--- config.mk ---
export PLATFORM = sky130hd
export DESIGN_NAME = swk_cfg_top
export DESIGN_NICKNAME = d
export VERILOG_FILES = /design/src/hdl/swk_pkg.sv /design/src/hdl/swk_cfg_top.sv /design/src/hdl/swk_fltc.sv
export SDC_FILE = /design/constraint.sdc
export NUM_CORES = 1
export LEC_CHECK = 0
export ABC_AREA = 1
export BUFFER_PORTS_ARGS = -buffer_cell sky130_fd_sc_hd__buf_2
export CAP_MARGIN = 20
export CORE_MARGIN = 4
export CORE_UTILIZATION = 28
export DETAILED_ROUTE_END_ITERATION = 8
export SLEW_MARGIN = 20
export SYNTH_ARGS = -nofsm -noshare
export SYNTH_HDL_FRONTEND = slang
export SYNTH_SLANG_ARGS = --single-unit
export TNS_END_PERCENT = 50
--- constraint.sdc ---
create_clock -name clk -period 11 [get_ports clk]
set_input_delay 2.75 -clock clk [delete_from_list [all_inputs] [get_ports clk]]
set_output_delay 2.75 -clock clk [all_outputs]
set_load 0.02 [all_outputs]
--- src/hdl/swk_pkg.sv ---
/*
 * shared constants, types and decode functions of the selective-wake
 * configuration bank.
 * assumes a 7-bit register address space and 8-bit registers.
 */
package swk_pkg;

    // ------------------------------------------------------------------
    // register addresses
    // ------------------------------------------------------------------
    localparam logic [6:0] ADDR_PAYLOAD1  = 7'h32;
    localparam logic [6:0] ADDR_PAYLOAD0  = 7'h33;
    localparam logic [6:0] ADDR_FD_CFG    = 7'h34;
    localparam logic [6:0] ADDR_OSC_TRIM  = 7'h38;
    localparam logic [6:0] ADDR_RX_OPT    = 7'h39;
    localparam logic [6:0] ADDR_CAL_HIGH  = 7'h3a;
    localparam logic [6:0] ADDR_CAL_LOW   = 7'h3b;
    localparam logic [6:0] ADDR_REC_CTRL1 = 7'h3c;
    localparam logic [6:0] ADDR_REC_CTRL2 = 7'h3d;

    // ------------------------------------------------------------------
    // field positions and reset values
    // ------------------------------------------------------------------
    localparam int FD_EN_BIT      = 0;
    localparam int DOM_LSB        = 1;
    localparam int DOM_MSB        = 3;
    localparam int AFILT_BIT      = 4;
    localparam int ERRDIS_BIT     = 5;
    localparam int TRIM_MSB       = 6;
    localparam int TRIM_RSV_BIT   = 7;
    localparam int RXSEL_BIT      = 7;
    localparam int OPT_RSV_MSB    = 4;
    localparam int REC_EN_BIT     = 0;
    localparam int REC_FILT_LSB   = 2;
    localparam int REC_FILT_MSB   = 3;
    localparam int REC_CLK_MSB    = 1;

    localparam logic [7:0] RST_ZERO     = 8'h00;
    localparam logic [7:0] RST_REC_CTRL1 = 8'h04;
    localparam logic [1:0] TRIM_UNLOCK  = 2'b11;

    // ------------------------------------------------------------------
    // command interface framing
    // ------------------------------------------------------------------
    localparam int            FRAME_BITS = 16;
    localparam logic [4:0]    CNT_ADDR_LAST = 5'd7;
    localparam logic [4:0]    CNT_FRAME  = 5'd16;

    // ------------------------------------------------------------------
    // recovery filter constants and adaptive spacing bounds
    // ------------------------------------------------------------------
    localparam logic [5:0] TC_8  = 6'd8;
    localparam logic [5:0] TC_16 = 6'd16;
    localparam logic [5:0] TC_32 = 6'd32;
    localparam logic [3:0] SP_SHORT_MIN = 4'd2;
    localparam logic [3:0] SP_SHORT_MAX = 4'd3;
    localparam logic [3:0] SP_MID_MAX   = 4'd8;
    localparam logic [3:0] SP_LONG_MAX  = 4'd10;
    localparam logic [1:0] FILT_ADAPT   = 2'b11;

    localparam logic [9:0] DOM_STEP_NS  = 10'd50;
    localparam logic [9:0] DOM_LONG_NS  = 10'd700;
    localparam logic [2:0] DOM_LONG_CODE = 3'b111;
    localparam logic [6:0] REC_CLK_BASE_MHZ = 7'd80;

    typedef enum logic [1:0] {
        CMD_IDLE,
        CMD_ADDR,
        CMD_DATA
    } swk_cmd_state_t;

    typedef struct packed {
        logic [6:0] addr;
        logic       wr;
        logic [7:0] data;
    } swk_cmd_t;

    typedef struct packed {
        logic       fd_tolerant_enable;
        logic [9:0] dominant_filter_ns;
        logic       analog_filter_bypass;
        logic       wake_receiver_select;
        logic [6:0] oscillator_trim_value;
        logic       recovery_enable;
        logic [5:0] recovery_filter_constant;
        logic [6:0] recovery_clock_mhz;
    } swk_cfg_t;

    // dominant filter time in ns
    function automatic logic [9:0] dom_filter_ns(input logic [2:0] code);
        logic [9:0] t;
        t = DOM_STEP_NS * ({7'd0, code} + 10'd1);
        if (code == DOM_LONG_CODE) begin
            t = DOM_LONG_NS;
        end
        return t;
    endfunction

    // recovery clock in MHz, halved per code step
    function automatic logic [6:0] rec_clk_mhz(input logic [1:0] code);
        return REC_CLK_BASE_MHZ >> code;
    endfunction

endpackage

--- src/hdl/swk_cfg_top.sv ---
/*
 * selective-wake configuration and status register bank with its
 * 16-bit serial command port (lsb first: address, write flag, data).
 * assumes sclk at most clk/8, chip-level trim unlock and timer inputs
 * on clk.
 */
`timescale 1ns/1ps
module swk_cfg_top
    import swk_pkg::*;
#(
    parameter logic [7:0] TRIM_RESET = 8'h40,
    parameter logic [4:0] OPT_RSV_RESET = 5'h00
)
(
    input  wire logic        clk,
    input  wire logic        rst,
    input  wire logic        sclk,
    input  wire logic        cs_n,
    input  wire logic        mosi,
    output logic             miso_o,
    output logic             miso_oe,
    input  wire logic [1:0]  trim_unlock,
    input  wire logic        silence_expired,
    input  wire logic        wake_active,
    input  wire logic [15:0] cal_value,
    input  wire logic        frame_valid,
    input  wire logic [7:0]  frame_byte_one,
    input  wire logic [7:0]  frame_byte_zero,
    input  wire logic        edge_valid,
    input  wire logic [3:0]  edge_spacing,
    output swk_cfg_t         cfg_q,
    output logic             err_count_enable_q,
    output logic             payload_match_q,
    output logic             match_valid_q
);

    // ------------------------------------------------------------------
    // pin synchronisers
    // ------------------------------------------------------------------
    logic sclk_s1, sclk_s2, sclk_s3;
    logic cs_s1, cs_s2, cs_s3;
    logic mosi_s1, mosi_s2;

    always_ff @(posedge clk or posedge rst) begin
        if (rst) begin
            sclk_s1 <= 1'b0;
            sclk_s2 <= 1'b0;
            sclk_s3 <= 1'b0;
            cs_s1   <= 1'b1;
            cs_s2   <= 1'b1;
            cs_s3   <= 1'b1;
            mosi_s1 <= 1'b0;
            mosi_s2 <= 1'b0;
        end else begin
            sclk_s1 <= sclk;
            sclk_s2 <= sclk_s1;
            sclk_s3 <= sclk_s2;
            cs_s1   <= cs_n;
            cs_s2   <= cs_s1;
            cs_s3   <= cs_s2;
            mosi_s1 <= mosi;
            mosi_s2 <= mosi_s1;
        end
    end

    logic sclk_rise;
    logic sclk_fall;
    logic cs_end;
    assign sclk_rise = sclk_s2 & ~sclk_s3;
    assign sclk_fall = ~sclk_s2 & sclk_s3;
    assign cs_end    = cs_s2 & ~cs_s3;

    // ------------------------------------------------------------------
    // command framing
    // ------------------------------------------------------------------
    swk_cmd_state_t state_q;
    logic [15:0]    shift_q;
    logic [4:0]     cnt_q;
    logic [7:0]     first_byte;
    logic [7:0]     out_sh_q;
    logic [7:0]     rd_data;
    swk_cmd_t       wcmd_q;
    logic           wstb_q;

    assign first_byte = {mosi_s2, shift_q[15:9]};

    always_ff @(posedge clk or posedge rst) begin
        if (rst) begin
            state_q <= CMD_IDLE;
            cnt_q   <= 5'd0;
            shift_q <= 16'h0000;
        end else begin
            case (state_q)
                CMD_IDLE: begin
                    cnt_q <= 5'd0;
                    if (!cs_s2) begin
                        state_q <= CMD_ADDR;
                    end
                end
                CMD_ADDR, CMD_DATA: begin
                    if (cs_s2) begin
                        state_q <= CMD_IDLE;
                    end else if (sclk_rise && cnt_q != CNT_FRAME) begin
                        shift_q <= {mosi_s2, shift_q[15:1]};
                        cnt_q   <= cnt_q + 5'd1;
                        if (cnt_q == CNT_ADDR_LAST) begin
                            state_q <= CMD_DATA;
                        end
                    end
                end
                default: state_q <= CMD_IDLE;
            endcase
        end
    end

    // only a complete frame with the write flag set commits
    always_ff @(posedge clk or posedge rst) begin
        if (rst) begin
            wcmd_q <= '0;
            wstb_q <= 1'b0;
        end else begin
            wstb_q <= 1'b0;
            if (cs_end && state_q == CMD_DATA && cnt_q == CNT_FRAME) begin
                wcmd_q <= swk_cmd_t'({shift_q[6:0], shift_q[7],
                                      shift_q[15:8]});
                wstb_q <= shift_q[7];
            end
        end
    end

    // read data goes out lsb first on falling edges of the data byte
    always_ff @(posedge clk or posedge rst) begin
        if (rst) begin
            out_sh_q <= RST_ZERO;
            miso_o   <= 1'b0;
            miso_oe  <= 1'b0;
        end else begin
            miso_oe <= ~cs_s2;
            if (state_q == CMD_ADDR && sclk_rise &&
                cnt_q == CNT_ADDR_LAST) begin
                out_sh_q <= rd_data;
            end else if (state_q == CMD_DATA && sclk_fall) begin
                miso_o   <= out_sh_q[0];
                out_sh_q <= {1'b0, out_sh_q[7:1]};
            end else if (state_q == CMD_IDLE) begin
                miso_o <= 1'b0;
            end
        end
    end

    logic wr_hit;
    assign wr_hit = wstb_q;
    logic unlocked;
    assign unlocked = (trim_unlock == TRIM_UNLOCK);

    // ------------------------------------------------------------------
    // registers
    // ------------------------------------------------------------------
    logic [7:0] pay1_q, pay0_q;
    logic       fd_en_q, afilt_q, errdis_q;
    logic [2:0] dom_q;
    logic [6:0] trim_q;
    logic       trim_rsv_q;
    logic       rxsel_q;
    logic [4:0] opt_rsv_q;
    logic [7:0] cal_h_q, cal_l_q;
    logic       rec_en_q;
    logic [1:0] rec_filt_q;
    logic [1:0] rec_clk_q;

    always_ff @(posedge clk or posedge rst) begin
        if (rst) begin
            pay1_q <= RST_ZERO;
            pay0_q <= RST_ZERO;
        end else if (wr_hit) begin
            if (wcmd_q.addr == ADDR_PAYLOAD1) begin
                pay1_q <= wcmd_q.data;
            end
            if (wcmd_q.addr == ADDR_PAYLOAD0) begin
                pay0_q <= wcmd_q.data;
            end
        end
    end

    always_ff @(posedge clk or posedge rst) begin
        if (rst) begin
            fd_en_q <= RST_ZERO[FD_EN_BIT];
            dom_q   <= RST_ZERO[DOM_MSB:DOM_LSB];
            afilt_q <= RST_ZERO[AFILT_BIT];
        end else if (wr_hit && wcmd_q.addr == ADDR_FD_CFG) begin
            fd_en_q <= wcmd_q.data[FD_EN_BIT];
            dom_q   <= wcmd_q.data[DOM_MSB:DOM_LSB];
            afilt_q <= wcmd_q.data[AFILT_BIT];
        end
    end

    // cleared on silence timeout, a same-cycle write wins
    always_ff @(posedge clk or posedge rst) begin
        if (rst) begin
            errdis_q <= RST_ZERO[ERRDIS_BIT];
        end else if (wr_hit && wcmd_q.addr == ADDR_FD_CFG) begin
            errdis_q <= wcmd_q.data[ERRDIS_BIT];
        end else if (silence_expired) begin
            errdis_q <= 1'b0;
        end
    end

    always_ff @(posedge clk or posedge rst) begin
        if (rst) begin
            trim_q     <= TRIM_RESET[TRIM_MSB:0];
            trim_rsv_q <= TRIM_RESET[TRIM_RSV_BIT];
        end else if (wr_hit && wcmd_q.addr == ADDR_OSC_TRIM) begin
            trim_rsv_q <= wcmd_q.data[TRIM_RSV_BIT];
            if (unlocked) begin
                trim_q <= wcmd_q.data[TRIM_MSB:0];
            end
        end
    end

    always_ff @(posedge clk or posedge rst) begin
        if (rst) begin
            rxsel_q   <= RST_ZERO[RXSEL_BIT];
            opt_rsv_q <= OPT_RSV_RESET;
        end else if (wr_hit && wcmd_q.addr == ADDR_RX_OPT) begin
            opt_rsv_q <= wcmd_q.data[OPT_RSV_MSB:0];
            if (unlocked) begin
                rxsel_q <= wcmd_q.data[RXSEL_BIT];
            end
        end
    end

    // calibration follows its source, writes ignored
    always_ff @(posedge clk or posedge rst) begin
        if (rst) begin
            cal_h_q <= RST_ZERO;
            cal_l_q <= RST_ZERO;
        end else begin
            cal_h_q <= cal_value[15:8];
            cal_l_q <= cal_value[7:0];
        end
    end

    always_ff @(posedge clk or posedge rst) begin
        if (rst) begin
            rec_en_q   <= RST_REC_CTRL1[REC_EN_BIT];
            rec_filt_q <= RST_REC_CTRL1[REC_FILT_MSB:REC_FILT_LSB];
        end else if (wr_hit && wcmd_q.addr == ADDR_REC_CTRL1) begin
            rec_en_q   <= wcmd_q.data[REC_EN_BIT];
            rec_filt_q <= wcmd_q.data[REC_FILT_MSB:REC_FILT_LSB];
        end
    end

    always_ff @(posedge clk or posedge rst) begin
        if (rst) begin
            rec_clk_q <= RST_ZERO[REC_CLK_MSB:0];
        end else if (wr_hit && wcmd_q.addr == ADDR_REC_CTRL2) begin
            rec_clk_q <= wcmd_q.data[REC_CLK_MSB:0];
        end
    end

    // ------------------------------------------------------------------
    // read mux
    // ------------------------------------------------------------------
    // reserved read-only bits zero
    always_comb begin
        rd_data = RST_ZERO;
        case (first_byte[6:0])
            ADDR_PAYLOAD1: rd_data = pay1_q;
            ADDR_PAYLOAD0: rd_data = pay0_q;
            ADDR_FD_CFG:   rd_data = {2'b00, errdis_q, afilt_q, dom_q,
                                      fd_en_q};
            ADDR_OSC_TRIM: rd_data = {trim_rsv_q, trim_q};
            ADDR_RX_OPT:   rd_data = {rxsel_q & unlocked, 2'b00, opt_rsv_q};
            ADDR_CAL_HIGH: rd_data = cal_h_q;
            ADDR_CAL_LOW:  rd_data = cal_l_q;
            ADDR_REC_CTRL1: rd_data = {4'h0, rec_filt_q, 1'b0, rec_en_q};
            ADDR_REC_CTRL2: rd_data = {6'h00, rec_clk_q};
            default:       rd_data = RST_ZERO;
        endcase
    end

    // ------------------------------------------------------------------
    // filter constant and outputs
    // ------------------------------------------------------------------
    logic [5:0] filt_const;

    swk_fltc u_fltc (
        .clk          (clk),
        .rst          (rst),
        .filt_sel     (rec_filt_q),
        .edge_valid   (edge_valid),
        .edge_spacing (edge_spacing),
        .const_q      (filt_const)
    );

    always_ff @(posedge clk or posedge rst) begin
        if (rst) begin
            cfg_q <= swk_cfg_t'{
                fd_tolerant_enable:       1'b0,
                dominant_filter_ns:       dom_filter_ns(3'b000),
                analog_filter_bypass:     1'b0,
                wake_receiver_select:     1'b0,
                oscillator_trim_value:    TRIM_RESET[TRIM_MSB:0],
                recovery_enable:          1'b0,
                recovery_filter_constant: TC_16,
                recovery_clock_mhz:       REC_CLK_BASE_MHZ
            };
        end else begin
            cfg_q.fd_tolerant_enable <= fd_en_q;
            cfg_q.dominant_filter_ns <= dom_filter_ns(dom_q);
            cfg_q.analog_filter_bypass <= afilt_q;
            cfg_q.wake_receiver_select <= rxsel_q;
            cfg_q.oscillator_trim_value <= trim_q;
            cfg_q.recovery_enable <= rec_en_q;
            cfg_q.recovery_filter_constant <= filt_const;
            cfg_q.recovery_clock_mhz <= rec_clk_mhz(rec_clk_q);
        end
    end

    always_ff @(posedge clk or posedge rst) begin
        if (rst) begin
            err_count_enable_q <= 1'b1;
        end else begin
            err_count_enable_q <= ~(errdis_q & fd_en_q & wake_active);
        end
    end

    always_ff @(posedge clk or posedge rst) begin
        if (rst) begin
            payload_match_q <= 1'b0;
            match_valid_q   <= 1'b0;
        end else begin
            match_valid_q <= frame_valid;
            if (frame_valid) begin
                payload_match_q <= (frame_byte_one == pay1_q) &&
                                   (frame_byte_zero == pay0_q);
            end
        end
    end

endmodule

--- src/hdl/swk_fltc.sv ---
/*
 * recovery filter time constant selector.
 * assumes edge spacing arrives as a one-cycle strobe on the same clock.
 */
`timescale 1ns/1ps
module swk_fltc
    import swk_pkg::*;
(
    input  wire logic       clk,
    input  wire logic       rst,
    input  wire logic [1:0] filt_sel,
    input  wire logic       edge_valid,
    input  wire logic [3:0] edge_spacing,
    output logic      [5:0] const_q
);

    // ------------------------------------------------------------------
    // fixed or adaptive constant
    // ------------------------------------------------------------------
    // fixed codes, adapt
    always_ff @(posedge clk or posedge rst) begin
        if (rst) begin
            const_q <= TC_16;
        end else begin
            case (filt_sel)
                2'b00:   const_q <= TC_8;
                2'b01:   const_q <= TC_16;
                2'b10:   const_q <= TC_32;
                default: begin
                    // spacing out of range keeps the last constant
                    if (edge_valid) begin
                        if (edge_spacing >= SP_SHORT_MIN &&
                            edge_spacing <= SP_SHORT_MAX) begin
                            const_q <= TC_32;
                        end else if (edge_spacing > SP_SHORT_MAX &&
                                     edge_spacing <= SP_MID_MAX) begin
                            const_q <= TC_16;
                        end else if (edge_spacing > SP_MID_MAX &&
                                     edge_spacing <= SP_LONG_MAX) begin
                            const_q <= TC_8;
                        end
                    end
                end
            endcase
        end
    end

endmodule

# ---- Word-level counts from Yosys, hierarchy flattened
# Cells that the tools add are included.
dict set report classes {
  add_sub_neg 2
  n_mul 1
  n_lt_le_gt_ge 6
  n_eq_ne 32
  shift 1
  muxes 22
  bitwise_logic 12
  reduce_logical 33
}
# operator count
set op_table {}
lappend op_table {{== test 7 x 6 -> 1 bit, second input constant} 16}
lappend op_table {{case mux 8 bit (9 select lines)} 1}
lappend op_table {{two-way mux 6 bit} 4}
lappend op_table {{case mux 6 bit (3 select lines)} 1}
lappend op_table {{== test 8 bit} 2}
lappend op_table {{two-way mux 8 bit} 2}
lappend op_table {{logical AND 1 bit} 15}
lappend op_table {{AND reduction 2 bit} 6}
lappend op_table {{two-way mux 10 bit} 1}
lappend op_table {{two-way mux 5 bit} 2}
lappend op_table {{case mux 5 bit (2 select lines)} 1}
lappend op_table {{multiplier 5 x 4 -> 9 bit, first input constant} 1}
lappend op_table {{AND reduction 3 bit} 3}
lappend op_table {{<= comparator 4 bit, second input constant} 2}
lappend op_table {{two-way mux 2 bit} 4}
lappend op_table {{nonzero test 2 bit} 4}
lappend op_table {{>> shifter 7 x 2 -> 7 bit, first input constant} 1}
lappend op_table {{AND 1 bit} 6}
lappend op_table {{== test 2 bit, second input constant} 3}
lappend op_table {{!= test 2 bit, second input constant} 3}
lappend op_table {{!= test 3 bit, second input constant} 2}
lappend op_table {{NOT 1 bit} 6}
lappend op_table {{nonzero test 6 bit} 1}
lappend op_table {{adder 5 x 1 -> 5 bit, second input constant} 1}
lappend op_table {{15 further kinds} 21}
dict set report totals {
  reg_bits 157
  inputBits 47
  word_cells 153
}

# ---- Logic depth before layout (Yosys ltp)
dict set report depth {
  word_depth 7
  mapped_depth 11
}

# ---- By module
# From an unflattened synthesis, not the netlist that was laid out.
dict set report unflattened {
  hier_cells 733
  area_unflattened_um2 6786.5
}
# mod instances cells_each area_each_um2
set modules_own_cells {}
lappend modules_own_cells {swk_cfg_top 1 692 6513.7}
lappend modules_own_cells {swk_fltc 1 41 272.8}

# ---- Worst setup path before layout
# OpenSTA, ideal clock, no wires.
dict set report synth_timing {
  path_kind {in2reg}
  startpoint {in edge_spacing[2]}
  endpoint {reg u_fltc.const_q[3]}
  setup_ns 0.134
  arrival_ns 3.500
  t_required_ns 10.866
  slack_ns 7.366
  cell_stages 6
  cell_sequence {inv_1 nand2_1 o21ai_0 nand3_1 a21oi_1 o21ai_0}
}
dict set report synth_via {
  elab_chain_cells 6
  word_cells_on_any_way 15
}
# item line_no
set synth_lines {}
lappend synth_lines {{start: declaration} swk_cfg_top.sv:30} ;# input wire logic [3:0] edge_spacing,
lappend synth_lines {{greater-than comparator 4 x 2 -> 1 bit / <= comparator 4 bit (equally long branches)} {swk_fltc.sv:35, swk_fltc.sv:36}}
lappend synth_lines {{logical AND 1 bit} swk_fltc.sv:35} ;# end else if (edge_spacing > SP_SHORT_MAX &&
lappend synth_lines {{two-way mux 6 bit} swk_fltc.sv:35}
lappend synth_lines {{two-way mux 6 bit} swk_fltc.sv:32} ;# if (edge_spacing >= SP_SHORT_MIN &&
lappend synth_lines {{two-way mux 6 bit} swk_fltc.sv:31} ;# if (edge_valid) begin
lappend synth_lines {{case mux 6 bit (3 select lines)} swk_fltc.sv:25} ;# case (filt_sel)
lappend synth_lines {{end signal: assignment} swk_fltc.sv:26} ;# 2'b00: const_q <= TC_8;
lappend synth_lines {{end signal: assignment} swk_fltc.sv:27} ;# 2'b01: const_q <= TC_16;
lappend synth_lines {{end signal: assignment} swk_fltc.sv:34} ;# const_q <= TC_32;
lappend synth_lines {{end: declaration} swk_fltc.sv:14} ;# output logic [5:0] const_q
# Parallel ways exist; a longest one is shown, timed or not. The select of a mux whose other input is x is not followed.
# A chain may end at the register's enable or synchronous reset.

# ---- Worst setup path after layout
dict set report layout_timing {
  startpoint {reg cfg_q[4] (netlist name)}
  endpoint {out cfg_q[4] (netlist name)}
}
# item line_no
set layout_rtl {}
lappend layout_rtl {{start: declaration} swk_cfg_top.sv:31} ;# output swk_cfg_t cfg_q,
lappend layout_rtl {{start signal: assignment} swk_cfg_top.sv:298} ;# cfg_q <= swk_cfg_t'{
# No word-level cell between the ends.

==> metrics.md <==
| Metric | Value |
|---|---|
| H-tree Lvls | `4` |
| Finished Layout Cells | `1,123` |
| Seq pwr share | `43.6%` |
| Port buffer count | `80` |
| Total power | `1.396 mW` |
| Power share of the clock group | `46.3%` |
| Clk_skew | `0.006522 ns` |
| #FFs+latches synth | `149` |
| Vias | `4,922` |
| Die ar. | `25,890 sq um` |
| First-pass GRT wire length | `25,620 microns` |
| Register area share after synthesis | `57.24%` |
| Initial core utilization | `28.65%` |
| HP Class | `flip-flop to flip-flop` |
| CTS tree | `done` |
| # IOs | `86` |
| Unique masters post-synth | `36` |
| Row cnt | `55` |
| Gate power share | `10.1%` |
| Grt met2 use | `19.84%` |
| GR peak layer | `met2` |
| Clock Sinks | `149` |
| DR pass1 iterations | `5` |
| CTS buffer count | `17` |
| Int Pwr | `1.040 mW` |
| Slowest Stage Delay on Critical Path | `0.51 ns` |
| Placed cells | `1,091` |
| Mapped Area | `6545 sq um` |
| Crit start category | `flip-flop` |
| Detail Route Antenna Nets | `0` |
| Commonest cells after routing, fill and taps aside | `146 x nand2_1, 135 x dfrtp_1, 94 x o21ai_0` |
| Grt met3 use | `2.797%` |
| Mean cell area of the mapped netlist | `9.205 sq um` |
| Static leakage | `3.699 nW` |
| Ys Warns | `0` |
| Post-CTS sizing | `0` |
| Net Sw Frac | `25.50%` |
| Peak supply drop | `0.1054 mV` |
| Setup bufs post-CTS | `0` |
| Chip width | `160.9 microns` |
| Ant diodes | `0` |
| Most common cell after layout, fill and taps aside | `nand2_1` |
| WP data required | `8.25 ns` |
| CTS max path bufs | `2` |
| RSZ-0062 raised after global routing | `no` |
| Vias in the first global route | `4,959` |
| Final hold vios | `0` |
| Post-route setup TNS | `0 ns` |
| Initial antenna violation count | `1` |
| Met1 GRT Util | `16.01%` |
| Worst hold slack | `0.3476 ns` |
| CP Cell Sequence | `buf_2` |
| HPWL after DPL | `11,090 microns` |
| Number of DRC markers in iteration 0 | `240` |
| Routed len/inst | `13.53 microns` |
| Clock Pin Slew Worst Setup and Hold Paths | `0.06 ns` |
| Pwr Density | `176.0 nW/um^2` |
| Final Max Slew Viols | `0` |
| Period utilization | `34.92%` |
| Slowest cell on the critical path | `dfstp_2` |
| Max-cap violations | `0` |
| Tightest Pin Transition | `0.9915 ns` |
| Critical Path AT | `1.09 ns` |
| Grt total ovfl | `0` |
| CP bufs+invs | `1` |
| Synth Flop Type | `dfrtp_1` |
| Final min period | `3.841 ns` |
| Status | `completed` |
| Via density | `4.383` |
| Detailed-route DRC error count | `0` |
| Fin nets | `865` |
| Slew HR | `33.72%` |
| Critical path class | `flip-flop to output port` |
| CTS Hold Buffers Added | `0` |
| Die Ht | `160.9 microns` |
| Final WL | `15,190 microns` |
| Root buffer cell | `clkbuf_16` |
| Largest net degree at the start of global routing | `80` |
| EDFF count, synth | `0` |
| Synthesis-to-finish area growth | `21.18%` |
| Final core utilization | `34.72%` |
| Clk Latency, worst-skew pair | `0.42 ns` |
| Share of cells above drive strength 1 | `19.26%` |
| Crit Path Max Fanout | `1` |
| Area of the core | `22,850 sq um` |
| Top delay family on crit path | `flip-flops` |
| Crit. End Element | `output port` |
| P_sw | `356.1 uW` |
| Placer Congestion | `0.8391` |
| Syn Inst Count | `711` |
| Max Clk Rate | `260.3 MHz` |
| FFs w/ async S/R, synth | `100.0%` |
| Final setup vio count | `0` |
| Total GRT Usage | `12.30%` |
[power groups by stage]
stage	sequential, mW	combinational (mW)	clock [mW]
global route	0.614	0.164	0.686
finish	0.609	0.141	0.646
global placement	0.618	0.137	0
detailed placement	0.618	0.142	0
floorplan	0.614	0.104	0
CTS	0.609	0.143	0.661
[routing by layer]
metal | part of all wire (%) | vias up
li1 | - | 2470
met1 | 45 | 2310
met2 | 49 | 111
met3 | 4.5 | 29
met4 | 2.3 | 2
met5 | 0.086 | -
[cells by family after synthesis]
logic type,Yosys count,share of synthesized area [%]
buf+inv,104,6.538
flops,149,57.24
xor+xnor,11,1.472
other cells,1,0.05730
fa+ha+maj,21,4.129
mux,1,0.1529
simple gates,296,20.30
compound gates,128,10.11
[worst paths after layout]
path | slack (ns) | to | startpoint | cells past startpoint
max reg2reg | 8.72 | cfg_q[32] | dom_q[1] | 8
max in group asynchronous | 7.21 | pay1_q[7] | rst | 3
min in group asynchronous | 2.43 | cfg_q[31] | rst | 2
min reg2reg | 0.35 | mosi_s2 | mosi_s1 | 0
max | 7.16 | cfg_q[4] | cfg_q[4] | 1
min | 0.35 | mosi_s2 | mosi_s1 | 0
[cell usage after synthesis, types with 2 or more instances]
master / count / area [sq um]
nand4_1: 7 / 43.79
buf_4: 6 / 45.04
nand3b_1: 3 / 22.52
inv_1: 79 / 296.5
clkbuf_1: 7 / 26.28
xor2_1: 5 / 43.79
nand3_1: 68 / 340.3
nor2_2: 6 / 37.54
nand2_2: 4 / 25.02
o21ai_0: 94 / 470.5
dfstp_2: 14 / 367.9
buf_2: 6 / 30.03
nor2_1: 46 / 172.7
o211ai_1: 2 / 15.01
o21ai_1: 11 / 55.05
xnor2_1: 6 / 52.55
o22ai_1: 3 / 18.77
dfrtp_1: 135 / 3378
inv_2: 5 / 18.77
nand2_1: 146 / 548.0
ha_1: 20 / 250.2
nor2_4: 6 / 67.56
nor3_1: 4 / 20.02
or2_2: 3 / 18.77
a21oi_1: 14 / 70.07
[flip-flops by register name, indices dropped and copies added (netlist names), 2 cells and up]
register / count
cal_l_q: 8
cal_h_q: 8
cfg_q: 29
rec_filt_q: 2
state_q: 2
u_fltc.const_q: 3
opt_rsv_q: 5
trim_q: 7
cnt_q: 5
pay0_q: 8
shift_q: 16
pay1_q: 8
dom_q: 3
rec_clk_q: 2
wcmd_q: 15
out_sh_q: 8
[stage by stage]
step	setup WS [ns]	area, sq um
4_1_cts	7.094	7926
2_1_floorplan	4.265	6564
5_1_grt	6.859	7931
3_5_place_dp	6.632	7263
3_3_place_gp	6.662	7263
6_report	7.159	7931
[worst register-to-register path: stages (launching register included)]
cell and delay [ns]:
dfrtp_1 0.45, ha_1 0.21, inv_1 0.04, ha_1 0.30, ha_1 0.35, fa_1 0.47
a21oi_1 0.22, a21oi_1 0.09, o21ai_0 0.07
[final cells by class]
type	count	area (sq um)
fill	2373	14920
sequential	149	3746
multi-input combinational	463	2395
clock buffer	19	442.9
timing repair buffer	82	415.4
tap	313	391.6
inverter	84	320.3
clock inverter	13	220.2
Power figures use the tool's default switching activity.
